**src/rtl/host_port_pkg.sv**
```systemverilog
// constants for the host multiplexed bus port
package host_port_pkg;
	localparam int ADDR_W = 16;
	localparam int DATA_W = 8;
	localparam int REG_SEL_W = 3;
	localparam int NUM_REGS = 8;
	localparam logic [15:0] ADDR_RESET = 16'h0000;
	localparam logic [7:0] DATA_RESET = 8'h00;
	localparam logic [1:0] GRANT_HOST = 2'h0;
	localparam logic [1:0] GRANT_NONE = 2'h3;
	localparam logic [1:0] GRANT_REQ1 = 2'h1;
	localparam logic [1:0] GRANT_REQ2 = 2'h2;
	localparam logic [1:0] GRANT_REQ3 = 2'h3;
	localparam logic WRITE_LEVEL = 1'b0;
endpackage

```
**src/rtl/host_reg_mem.sv**
```systemverilog
// small register bank with registered read data
module host_reg_mem #(
	parameter int DATA_W = 8,
	parameter int SEL_W = 3
) (
	input wire logic i_clk, // clock
	input wire logic i_rst, // sync reset
	input wire logic i_we, // write strobe
	input wire logic [SEL_W-1:0] i_sel, // register index
	input wire logic [DATA_W-1:0] i_wdata, // write data
	output logic [DATA_W-1:0] o_rdata // registered read data
);
	logic [DATA_W-1:0] mem [2**SEL_W];
	logic [DATA_W-1:0] next_rdata;

	always_comb begin
		next_rdata = mem[i_sel];
	end

	always_ff @(posedge i_clk) begin
		if (i_rst) begin
			o_rdata <= host_port_pkg::DATA_RESET;
		end else begin
			o_rdata <= next_rdata;
		end
	end

	genvar g;
	for (g = 0; g < 2**SEL_W; g++) begin : g_reg
		always_ff @(posedge i_clk) begin
			if (i_rst) begin
				mem[g] <= host_port_pkg::DATA_RESET;
			end else if (i_we && i_sel == SEL_W'(g)) begin
				mem[g] <= i_wdata;
			end
		end
	end
endmodule // host_reg_mem

```
**src/rtl/host_muxed_bus_port.sv**
```systemverilog
// host multiplexed address/data port with register access and grant
module host_muxed_bus_port #(
	parameter int ADDR_W = host_port_pkg::ADDR_W,
	parameter int DATA_W = host_port_pkg::DATA_W,
	parameter int REG_SEL_W = host_port_pkg::REG_SEL_W
) (
	input wire logic i_clk, // ram clock
	input wire logic i_rst, // sync reset, active high
	input wire logic [ADDR_W-1:0] i_shared_addr_data_bus, // shared lines in
	output logic [ADDR_W-1:0] o_shared_addr_data_bus, // shared lines out
	output logic o_shared_addr_data_bus_oe, // drive enable of data byte
	input wire logic i_addr_strobe, // address strobe, high passes
	input wire logic i_register_select_n, // register select, low active
	input wire logic i_write_direction, // low write, high read
	input wire logic i_host_access_request, // host memory request
	input wire logic [2:0] i_dma_request, // dma requests 1..3
	output logic [ADDR_W-1:0] o_ram_addr, // latched address to ram
	output logic o_grant_enable_n, // grant valid, low active
	output logic o_grant_code_bit0, // grant code bit 0
	output logic o_grant_code_bit1 // grant code bit 1
);
	if (ADDR_W != host_port_pkg::ADDR_W || DATA_W != host_port_pkg::DATA_W
		|| REG_SEL_W < 1 || REG_SEL_W > ADDR_W) begin : g_bad_width
		$error("host_muxed_bus_port: unsupported widths");
	end

	// ----------------------------------------
	// address latch
	// ----------------------------------------
	logic [ADDR_W-1:0] addr_latch;
	logic [ADDR_W-1:0] next_addr_latch;

	always_comb begin
		next_addr_latch = addr_latch;
		if (i_addr_strobe) begin
			next_addr_latch = i_shared_addr_data_bus;
		end
	end

	always_ff @(posedge i_clk) begin
		if (i_rst) begin
			addr_latch <= host_port_pkg::ADDR_RESET;
			o_ram_addr <= host_port_pkg::ADDR_RESET;
		end else begin
			addr_latch <= next_addr_latch;
			o_ram_addr <= next_addr_latch;
		end
	end

	// ----------------------------------------
	// register access
	// ----------------------------------------
	logic sel_d;
	logic next_sel_d;
	logic reg_we;
	logic [DATA_W-1:0] reg_rdata;
	logic next_oe;
	logic [ADDR_W-1:0] next_bus_out;

	// one write per select assertion, data after strobe is low
	assign reg_we = !i_register_select_n && !sel_d && !i_addr_strobe
		&& i_write_direction == host_port_pkg::WRITE_LEVEL;

	host_reg_mem #(
		.DATA_W(DATA_W),
		.SEL_W(REG_SEL_W)
	) u_regs (
		.i_clk(i_clk),
		.i_rst(i_rst),
		.i_we(reg_we),
		.i_sel(addr_latch[REG_SEL_W-1:0]),
		.i_wdata(i_shared_addr_data_bus[DATA_W-1:0]),
		.o_rdata(reg_rdata)
	);

	always_comb begin
		next_sel_d = !i_register_select_n;
		next_oe = !i_register_select_n && i_write_direction != host_port_pkg::WRITE_LEVEL
			&& !i_addr_strobe;
		next_bus_out = {{(ADDR_W-DATA_W){1'b0}}, reg_rdata};
	end

	always_ff @(posedge i_clk) begin
		if (i_rst) begin
			sel_d <= 1'b0;
			o_shared_addr_data_bus_oe <= 1'b0;
			o_shared_addr_data_bus <= host_port_pkg::ADDR_RESET;
		end else begin
			sel_d <= next_sel_d;
			o_shared_addr_data_bus_oe <= next_oe;
			o_shared_addr_data_bus <= next_bus_out;
		end
	end

	// ----------------------------------------
	// grant of next memory cycle
	// ----------------------------------------
	logic [1:0] next_code;
	logic next_gen_n;

	// fixed priority, req3 highest, host lowest
	always_comb begin
		next_gen_n = 1'b0;
		next_code = host_port_pkg::GRANT_NONE;
		if (i_dma_request[2]) begin
			next_code = host_port_pkg::GRANT_REQ3;
		end else if (i_dma_request[1]) begin
			next_code = host_port_pkg::GRANT_REQ2;
		end else if (i_dma_request[0]) begin
			next_code = host_port_pkg::GRANT_REQ1;
		end else if (i_host_access_request) begin
			next_code = host_port_pkg::GRANT_HOST;
		end else begin
			next_gen_n = 1'b1;
		end
	end

	always_ff @(posedge i_clk) begin
		if (i_rst) begin
			o_grant_enable_n <= 1'b1;
			o_grant_code_bit0 <= 1'b1;
			o_grant_code_bit1 <= 1'b1;
		end else begin
			o_grant_enable_n <= next_gen_n;
			o_grant_code_bit0 <= next_code[0];
			o_grant_code_bit1 <= next_code[1];
		end
	end

	// ----------------------------------------
	// checks
	// ----------------------------------------
	property p_latch_follow;
		@(posedge i_clk) disable iff (i_rst)
		i_addr_strobe |=> o_ram_addr == $past(i_shared_addr_data_bus);
	endproperty
	a_latch_follow: assert property (p_latch_follow) else $error("latch missed bus");

	property p_latch_hold;
		@(posedge i_clk) disable iff (i_rst)
		!i_addr_strobe ##1 !i_addr_strobe |-> $stable(o_ram_addr);
	endproperty
	a_latch_hold: assert property (p_latch_hold) else $error("latch moved");

	property p_read_drive;
		@(posedge i_clk) disable iff (i_rst)
		(!i_register_select_n && i_write_direction && !i_addr_strobe)
			|=> o_shared_addr_data_bus_oe;
	endproperty
	a_read_drive: assert property (p_read_drive) else $error("read not driven");

	property p_release;
		@(posedge i_clk) disable iff (i_rst)
		i_register_select_n |=> !o_shared_addr_data_bus_oe;
	endproperty
	a_release: assert property (p_release) else $error("drive after select");

	property p_no_drive_write;
		@(posedge i_clk) disable iff (i_rst)
		!i_write_direction |=> !o_shared_addr_data_bus_oe;
	endproperty
	a_no_drive_write: assert property (p_no_drive_write) else $error("drive in write");

	property p_host_grant;
		@(posedge i_clk) disable iff (i_rst)
		(i_host_access_request && i_dma_request == 3'h0)
			|=> !o_grant_enable_n && !o_grant_code_bit0 && !o_grant_code_bit1;
	endproperty
	a_host_grant: assert property (p_host_grant) else $error("host not granted");

	property p_idle;
		@(posedge i_clk) disable iff (i_rst)
		(!i_host_access_request && i_dma_request == 3'h0) |=> o_grant_enable_n;
	endproperty
	a_idle: assert property (p_idle) else $error("grant without request");

	property p_dma_wins;
		@(posedge i_clk) disable iff (i_rst)
		(i_dma_request != 3'h0) |=> !o_grant_enable_n
			&& {o_grant_code_bit1, o_grant_code_bit0} != host_port_pkg::GRANT_HOST;
	endproperty
	a_dma_wins: assert property (p_dma_wins) else $error("dma lost");

	property p_req3_wins;
		@(posedge i_clk) disable iff (i_rst)
		i_dma_request[2] |=> !o_grant_enable_n
			&& {o_grant_code_bit1, o_grant_code_bit0} == host_port_pkg::GRANT_REQ3;
	endproperty
	a_req3_wins: assert property (p_req3_wins) else $error("req3 not granted");

	property p_req2_wins;
		@(posedge i_clk) disable iff (i_rst)
		(i_dma_request[2:1] == 2'h1) |=> !o_grant_enable_n
			&& {o_grant_code_bit1, o_grant_code_bit0} == host_port_pkg::GRANT_REQ2;
	endproperty
	a_req2_wins: assert property (p_req2_wins) else $error("req2 not granted");

	property p_req1_wins;
		@(posedge i_clk) disable iff (i_rst)
		(i_dma_request == 3'h1) |=> !o_grant_enable_n
			&& {o_grant_code_bit1, o_grant_code_bit0} == host_port_pkg::GRANT_REQ1;
	endproperty
	a_req1_wins: assert property (p_req1_wins) else $error("req1 not granted");

	property p_strobe_no_drive;
		@(posedge i_clk) disable iff (i_rst)
		i_addr_strobe |=> !o_shared_addr_data_bus_oe;
	endproperty
	a_strobe_no_drive: assert property (p_strobe_no_drive) else $error("drive in address");

	property p_drive_needs_select;
		@(posedge i_clk) disable iff (i_rst)
		o_shared_addr_data_bus_oe |-> $past(!i_register_select_n);
	endproperty
	a_drive_needs_select: assert property (p_drive_needs_select) else $error("drive no select");

	property p_read_upper_zero;
		@(posedge i_clk) disable iff (i_rst)
		o_shared_addr_data_bus_oe |-> o_shared_addr_data_bus[ADDR_W-1:DATA_W] == '0;
	endproperty
	a_read_upper_zero: assert property (p_read_upper_zero) else $error("upper lines driven");
endmodule // host_muxed_bus_port

```
**config.mk**
```make
export PLATFORM = sky130hd
export DESIGN_NAME = host_muxed_bus_port
export DESIGN_NICKNAME = d
export VERILOG_FILES = /design/src/rtl/host_port_pkg.sv /design/src/rtl/host_reg_mem.sv /design/src/rtl/host_muxed_bus_port.sv
export SDC_FILE = /design/constraint.sdc
export NUM_CORES = 1
export LEC_CHECK = 0
export BUFFER_PORTS_ARGS = -buffer_cell sky130_fd_sc_hd__buf_2
export CAP_MARGIN = 30
export CORE_ASPECT_RATIO = 1.1
export CORE_MARGIN = 1
export CORE_UTILIZATION = 30
export CTS_CLUSTER_DIAMETER = 200
export DETAILED_ROUTE_END_ITERATION = 10
export SETUP_SLACK_MARGIN = 0.4
export SLEW_MARGIN = 20
export SYNTH_ARGS = -nofsm -noshare
export SYNTH_HDL_FRONTEND = slang
export SYNTH_SLANG_ARGS = --single-unit
```
**constraint.sdc**
```tcl
create_clock -name i_clk -period 1.9 [get_ports i_clk]
set_input_delay 0.095 -clock i_clk [delete_from_list [all_inputs] [get_ports i_clk]]
set_output_delay 0.095 -clock i_clk [all_outputs]
set_load 0.005 [all_outputs]
```
==> results.md <==
- The clock reaches the later pin of the worst-skew pair after approximately 0.35 ns.
- Compared with the post-synthesis result, the final layout area differs by 27.2%.
- Of the post-synthesis cell area, the dominant cell type holds about two fifths.
- Counting both buffers and inverters, the worst setup path holds a total of 2.
- For the pin with the worst max-slew slack, the measured transition is 0.563 ns.
- The post-synthesis register bit count is slightly above 100.
- The buffer levels on the longest clock path is 2.
- Yosys mapped the design onto 29 distinct sky130hd cell types.
- The slowest stage of the critical path belongs to the cell sky130_fd_sc_hd__or3_4.
- The first-pass GRT wire length is 16200 um.
- The total overflow reported by the global router is 0.
- The top cell types in the final layout, fill and taps aside, are 64 x sky130_fd_sc_hd__edfxtp_1, 61 x sky130_fd_sc_hd__nor4_2, 52 x sky130_fd_sc_hd__buf_2.
- Summed over all cells, the static leakage comes to 2.03 nW.
- The maximum clock rate is 0.663 GHz.
- The number of fillers in the final layout is 1420.
- The final layout contains routed wiring with a total length of between 10000 and 15000 um.
- The antenna cell count is 0.
- The clock tree skew after final layout is roughly 0.0077 ns.
- The half-perimeter wire length after placement is about 7000 um.
- The leading area contributor after synthesis is sky130_fd_sc_hd__edfxtp_1.
- The total setup violations reported at the end of the flow is 0.
- The number of nets with antenna violations after detailed routing is 0.
- In this run the tightest slew margin relative to its limit is 62.4%.
- After the last flow step, the layout net total stands at 412.
- The share of flip-flops with an asynchronous set or reset is 0%.
- The minimum period implied by the final worst setup slack is approximately 1.5 ns.
- The net switching power is 1.12 mW.
- The number of pins exceeding their max-slew limit in the final report was 0.
- The summed instance area of the synthesized netlist is 4650 um^2.
- The leading cell type in the layout, fill and taps excluded is sky130_fd_sc_hd__edfxtp_1.
- The endpoint type of the worst setup path is a flop.
- Net switching is a little under a quarter of the power.
- The clock network is responsible for a little over a third of the overall power.
- The number of synthesized flops with an enable pin is 64.
- The fraction of layout cells with a size suffix above 1 is approximately half.
- The clock-pin slew on the worst setup and hold paths is 0.07 ns.
- Entering global routing, the biggest net connects 39 pins.
- Walking the worst path, the cells encountered are or3_4, buf_8, o31ai_4, buf_12.
- The main flop type after synthesis is sky130_fd_sc_hd__edfxtp_1.
- For this run, design rule violations remaining after detail routing come to 0.
- The average size of a mapped cell is about 15 um^2.
- In this run the power density over the cells is 804 nW/um^2.
- The total number of placement rows is 47.
- The routed via count divided by cell count is 4.91.
- The tool flagged a number of max-cap violations equal to 0.
- Data arrives at the worst endpoint at around 1.6 ns.
- By area the synthesized netlist is led by sky130_fd_sc_hd__edfxtp_1 41%, sky130_fd_sc_hd__nor4_2 16%, sky130_fd_sc_hd__dfxtp_1 16%.
- In this run the clock root is driven by a sky130_fd_sc_hd__clkbuf_16.
- The number of global-route vias before repair came to between 2000 and 3000.
- The instance count of the mapped netlist is approximately 300.
- In this run, CTS created clock tree buffers numbering 9.
- The required time at the endpoint of the critical path is roughly 2 ns.
- Setup repair after global routing could not meet its margin everywhere.
- During placement, the flow inserted port buffers numbering 52.
- The critical-path maximum fanout is 8.
- The category of cells accounting for the largest share of critical-path delay is simple AND/OR/NAND/NOR gates.
- The number of DRC markers after the initial detailed-route iteration is 150.
- The final-report hold violation count is 0.
- The global-route usage over all layers is 13.7%.
- The H-tree generated during clock tree synthesis spans 3 levels.
- The number of vias after detailed routing is between 2000 and 3000.
- After synthesis, flip-flops and latches occupy a little under three fifths of the total area.
- The peak supply drop is between 0.4 and 0.5 mV.
- The placed instances occupy a cell area of a little over 5000 um^2.
- The average wire per cell in the routed design is between 15 and 20 um.
- The clock tree from TritonCTS is yes.
- By startpoint and endpoint, the worst setup path is classified as reg -> reg.
- Per report_power, the combinational group accounts for 12.2% of the total.
- In the final timing run, aggregate negative setup slack is 0 ns.
- The portion of total power attributed to sequential cells is just over 50%.
- The total internal power is 3.63 mW.
- The area inside the core boundary is around 15000 um^2.
- The number of search-and-repair iterations in the first detailed-routing pass is 4.
- The number of primary I/O pins is 61.
- The worst setup path is launched from a flop.
- The die covers ~16000 um^2.
- The routability congestion estimate from global placement is approximately 0.73.
- After routing the design area is 5910 um^2.
- The initial antenna violation count is 0.
- The min-delay analysis places its worst path in the category in -> reg.
- The flow ran to the end, and the final reports show no timing, DRC or antenna violations.
- The clock drives 101 sinks.
- The portion of the clock cycle consumed by the worst path in the final layout is 79.3%.
- The largest single stage delay on the critical path is about 0.36 ns.
- The vertical extent of the die is ~130 um.
- The yosys synthesis warning count is 0.
- Measured along the x axis, the die boundary spans approximately 120 um.
- The initial utilization of the core area, before any placement, comes to between 30 and 40%.
-- layer usage --
metal  track usage [%]  part of all wire (%)
met5                 0                     0
met2              22.0                    49
met1              17.6                    44
met4              5.21                   1.4
met3              3.49                   5.4
-- per-stage QoR --
| step | utilization (%) | power [mW] | std cells | hold slack, ns | setup WS [ns] |
|---|---|---|---|---|---|
| finish | 39.1 | 4.75 | 588 | 0.0141 | 0.393 |
| global route | 39.1 | 4.93 | 588 | 0.0197 | 0.352 |
| CTS | 38.8 | 4.79 | 588 | 0.00553 | 0.376 |
| detailed placement | 34.1 | 3.00 | 540 | 0.302 | 0.124 |
| global placement | 34.1 | 2.99 | 540 | 0.296 | 0.169 |
| floorplan | - | 2.88 | 313 | 0.167 | 0.189 |
-- path summary, 6_finish.rpt --
path	start	to	slack, ns	cells past startpoint
worst max register to register	sel_d$_SDFF_PP0_	u_regs.mem[7][6]$_SDFFCE_PN0P_	0.39	4
worst max-delay path	sel_d$_SDFF_PP0_	u_regs.mem[7][6]$_SDFFCE_PN0P_	0.39	4
worst min register to register	u_regs.o_rdata[5]$_SDFF_PP0_	o_shared_addr_data_bus[5]$_SDFF_PP0_	0.44	1
worst min-delay path	i_shared_addr_data_bus[4]	addr_latch[4]$_SDFFE_PP0P_	0.01	3
-- power by group through the flow --
| stage | clock network [mW] | logic [mW] | registers (mW) |
|---|---|---|---|
| floorplan | 0 | 0.385 | 2.50 |
| detailed placement | 0 | 0.490 | 2.51 |
| finish | 1.70 | 0.582 | 2.47 |
| global route | 1.83 | 0.623 | 2.48 |
| global placement | 0 | 0.481 | 2.51 |
| CTS | 1.75 | 0.577 | 2.47 |
-- logic make-up (layout without fill, tap and decap cells) --
group	count (synthesis)	after routing	share of synthesized area, %
and+or+nand+nor	103	103	21.1
DFF	101	101	57.3
buffers and inverters	50	129	7.27
muxes	31	31	11.0
AOI/OAI and AO/OA	20	20	3.31
other	1	8	0.0807
-- cells in the mapped netlist, types with 3 or more instances --
cell,count
sky130_fd_sc_hd__edfxtp_1,64
sky130_fd_sc_hd__nor4_2,60
sky130_fd_sc_hd__dfxtp_1,37
sky130_fd_sc_hd__nor2_1,18
sky130_fd_sc_hd__mux4_2,16
sky130_fd_sc_hd__mux2i_1,15
sky130_fd_sc_hd__buf_2,12
sky130_fd_sc_hd__buf_4,12
sky130_fd_sc_hd__buf_6,12
sky130_fd_sc_hd__nor2b_1,10
sky130_fd_sc_hd__a22o_1,8
sky130_fd_sc_hd__inv_1,8
sky130_fd_sc_hd__o31ai_1,8
sky130_fd_sc_hd__nor4_1,4
sky130_fd_sc_hd__clkbuf_1,3
sky130_fd_sc_hd__nand2b_1,3
-- tightest hold or removal path: cells and delay by family --
kind / cells / cell delay, ns
muxes: 1 / 0.06
and+or+nand+nor: 1 / 0.07
buffers and inverters: 1 / 0.09
-- repair_timing --
item	4_1_cts	5_1_grt
hold buffers	21	0
pin swaps	9	2
gates resized for setup	11	10
setup endpoints to repair	110	114
endpoints found under the hold margin	19	0
buffers inserted	10	0
gates cloned	1	0
-- layout make-up --
| class | instances | area [um^2] | share of cell area [%] |
|---|---|---|---|
| Sequential cell | 101 | 2670 | 45.2 |
| Multi-Input combinational cell | 162 | 1820 | 30.7 |
| Timing Repair Buffer | 104 | 872 | 14.8 |
| Clock buffer | 13 | 260 | 4.40 |
| Tap cell | 196 | 245 | 4.15 |
| Inverter | 9 | 33.8 | 0.571 |
| Clock inverter | 3 | 12.5 | 0.212 |
-- flip-flops by register name, indices dropped and copies added (netlist names) --
signal	count
u_regs.mem	64
addr_latch	16
o_shared_addr_data_bus	8
u_regs.o_rdata	8
o_grant_code_bit0	1
o_grant_code_bit1	1
o_grant_enable_n	1
o_shared_addr_data_bus_oe	1
sel_d	1
Power figures use the tool's default switching activity.
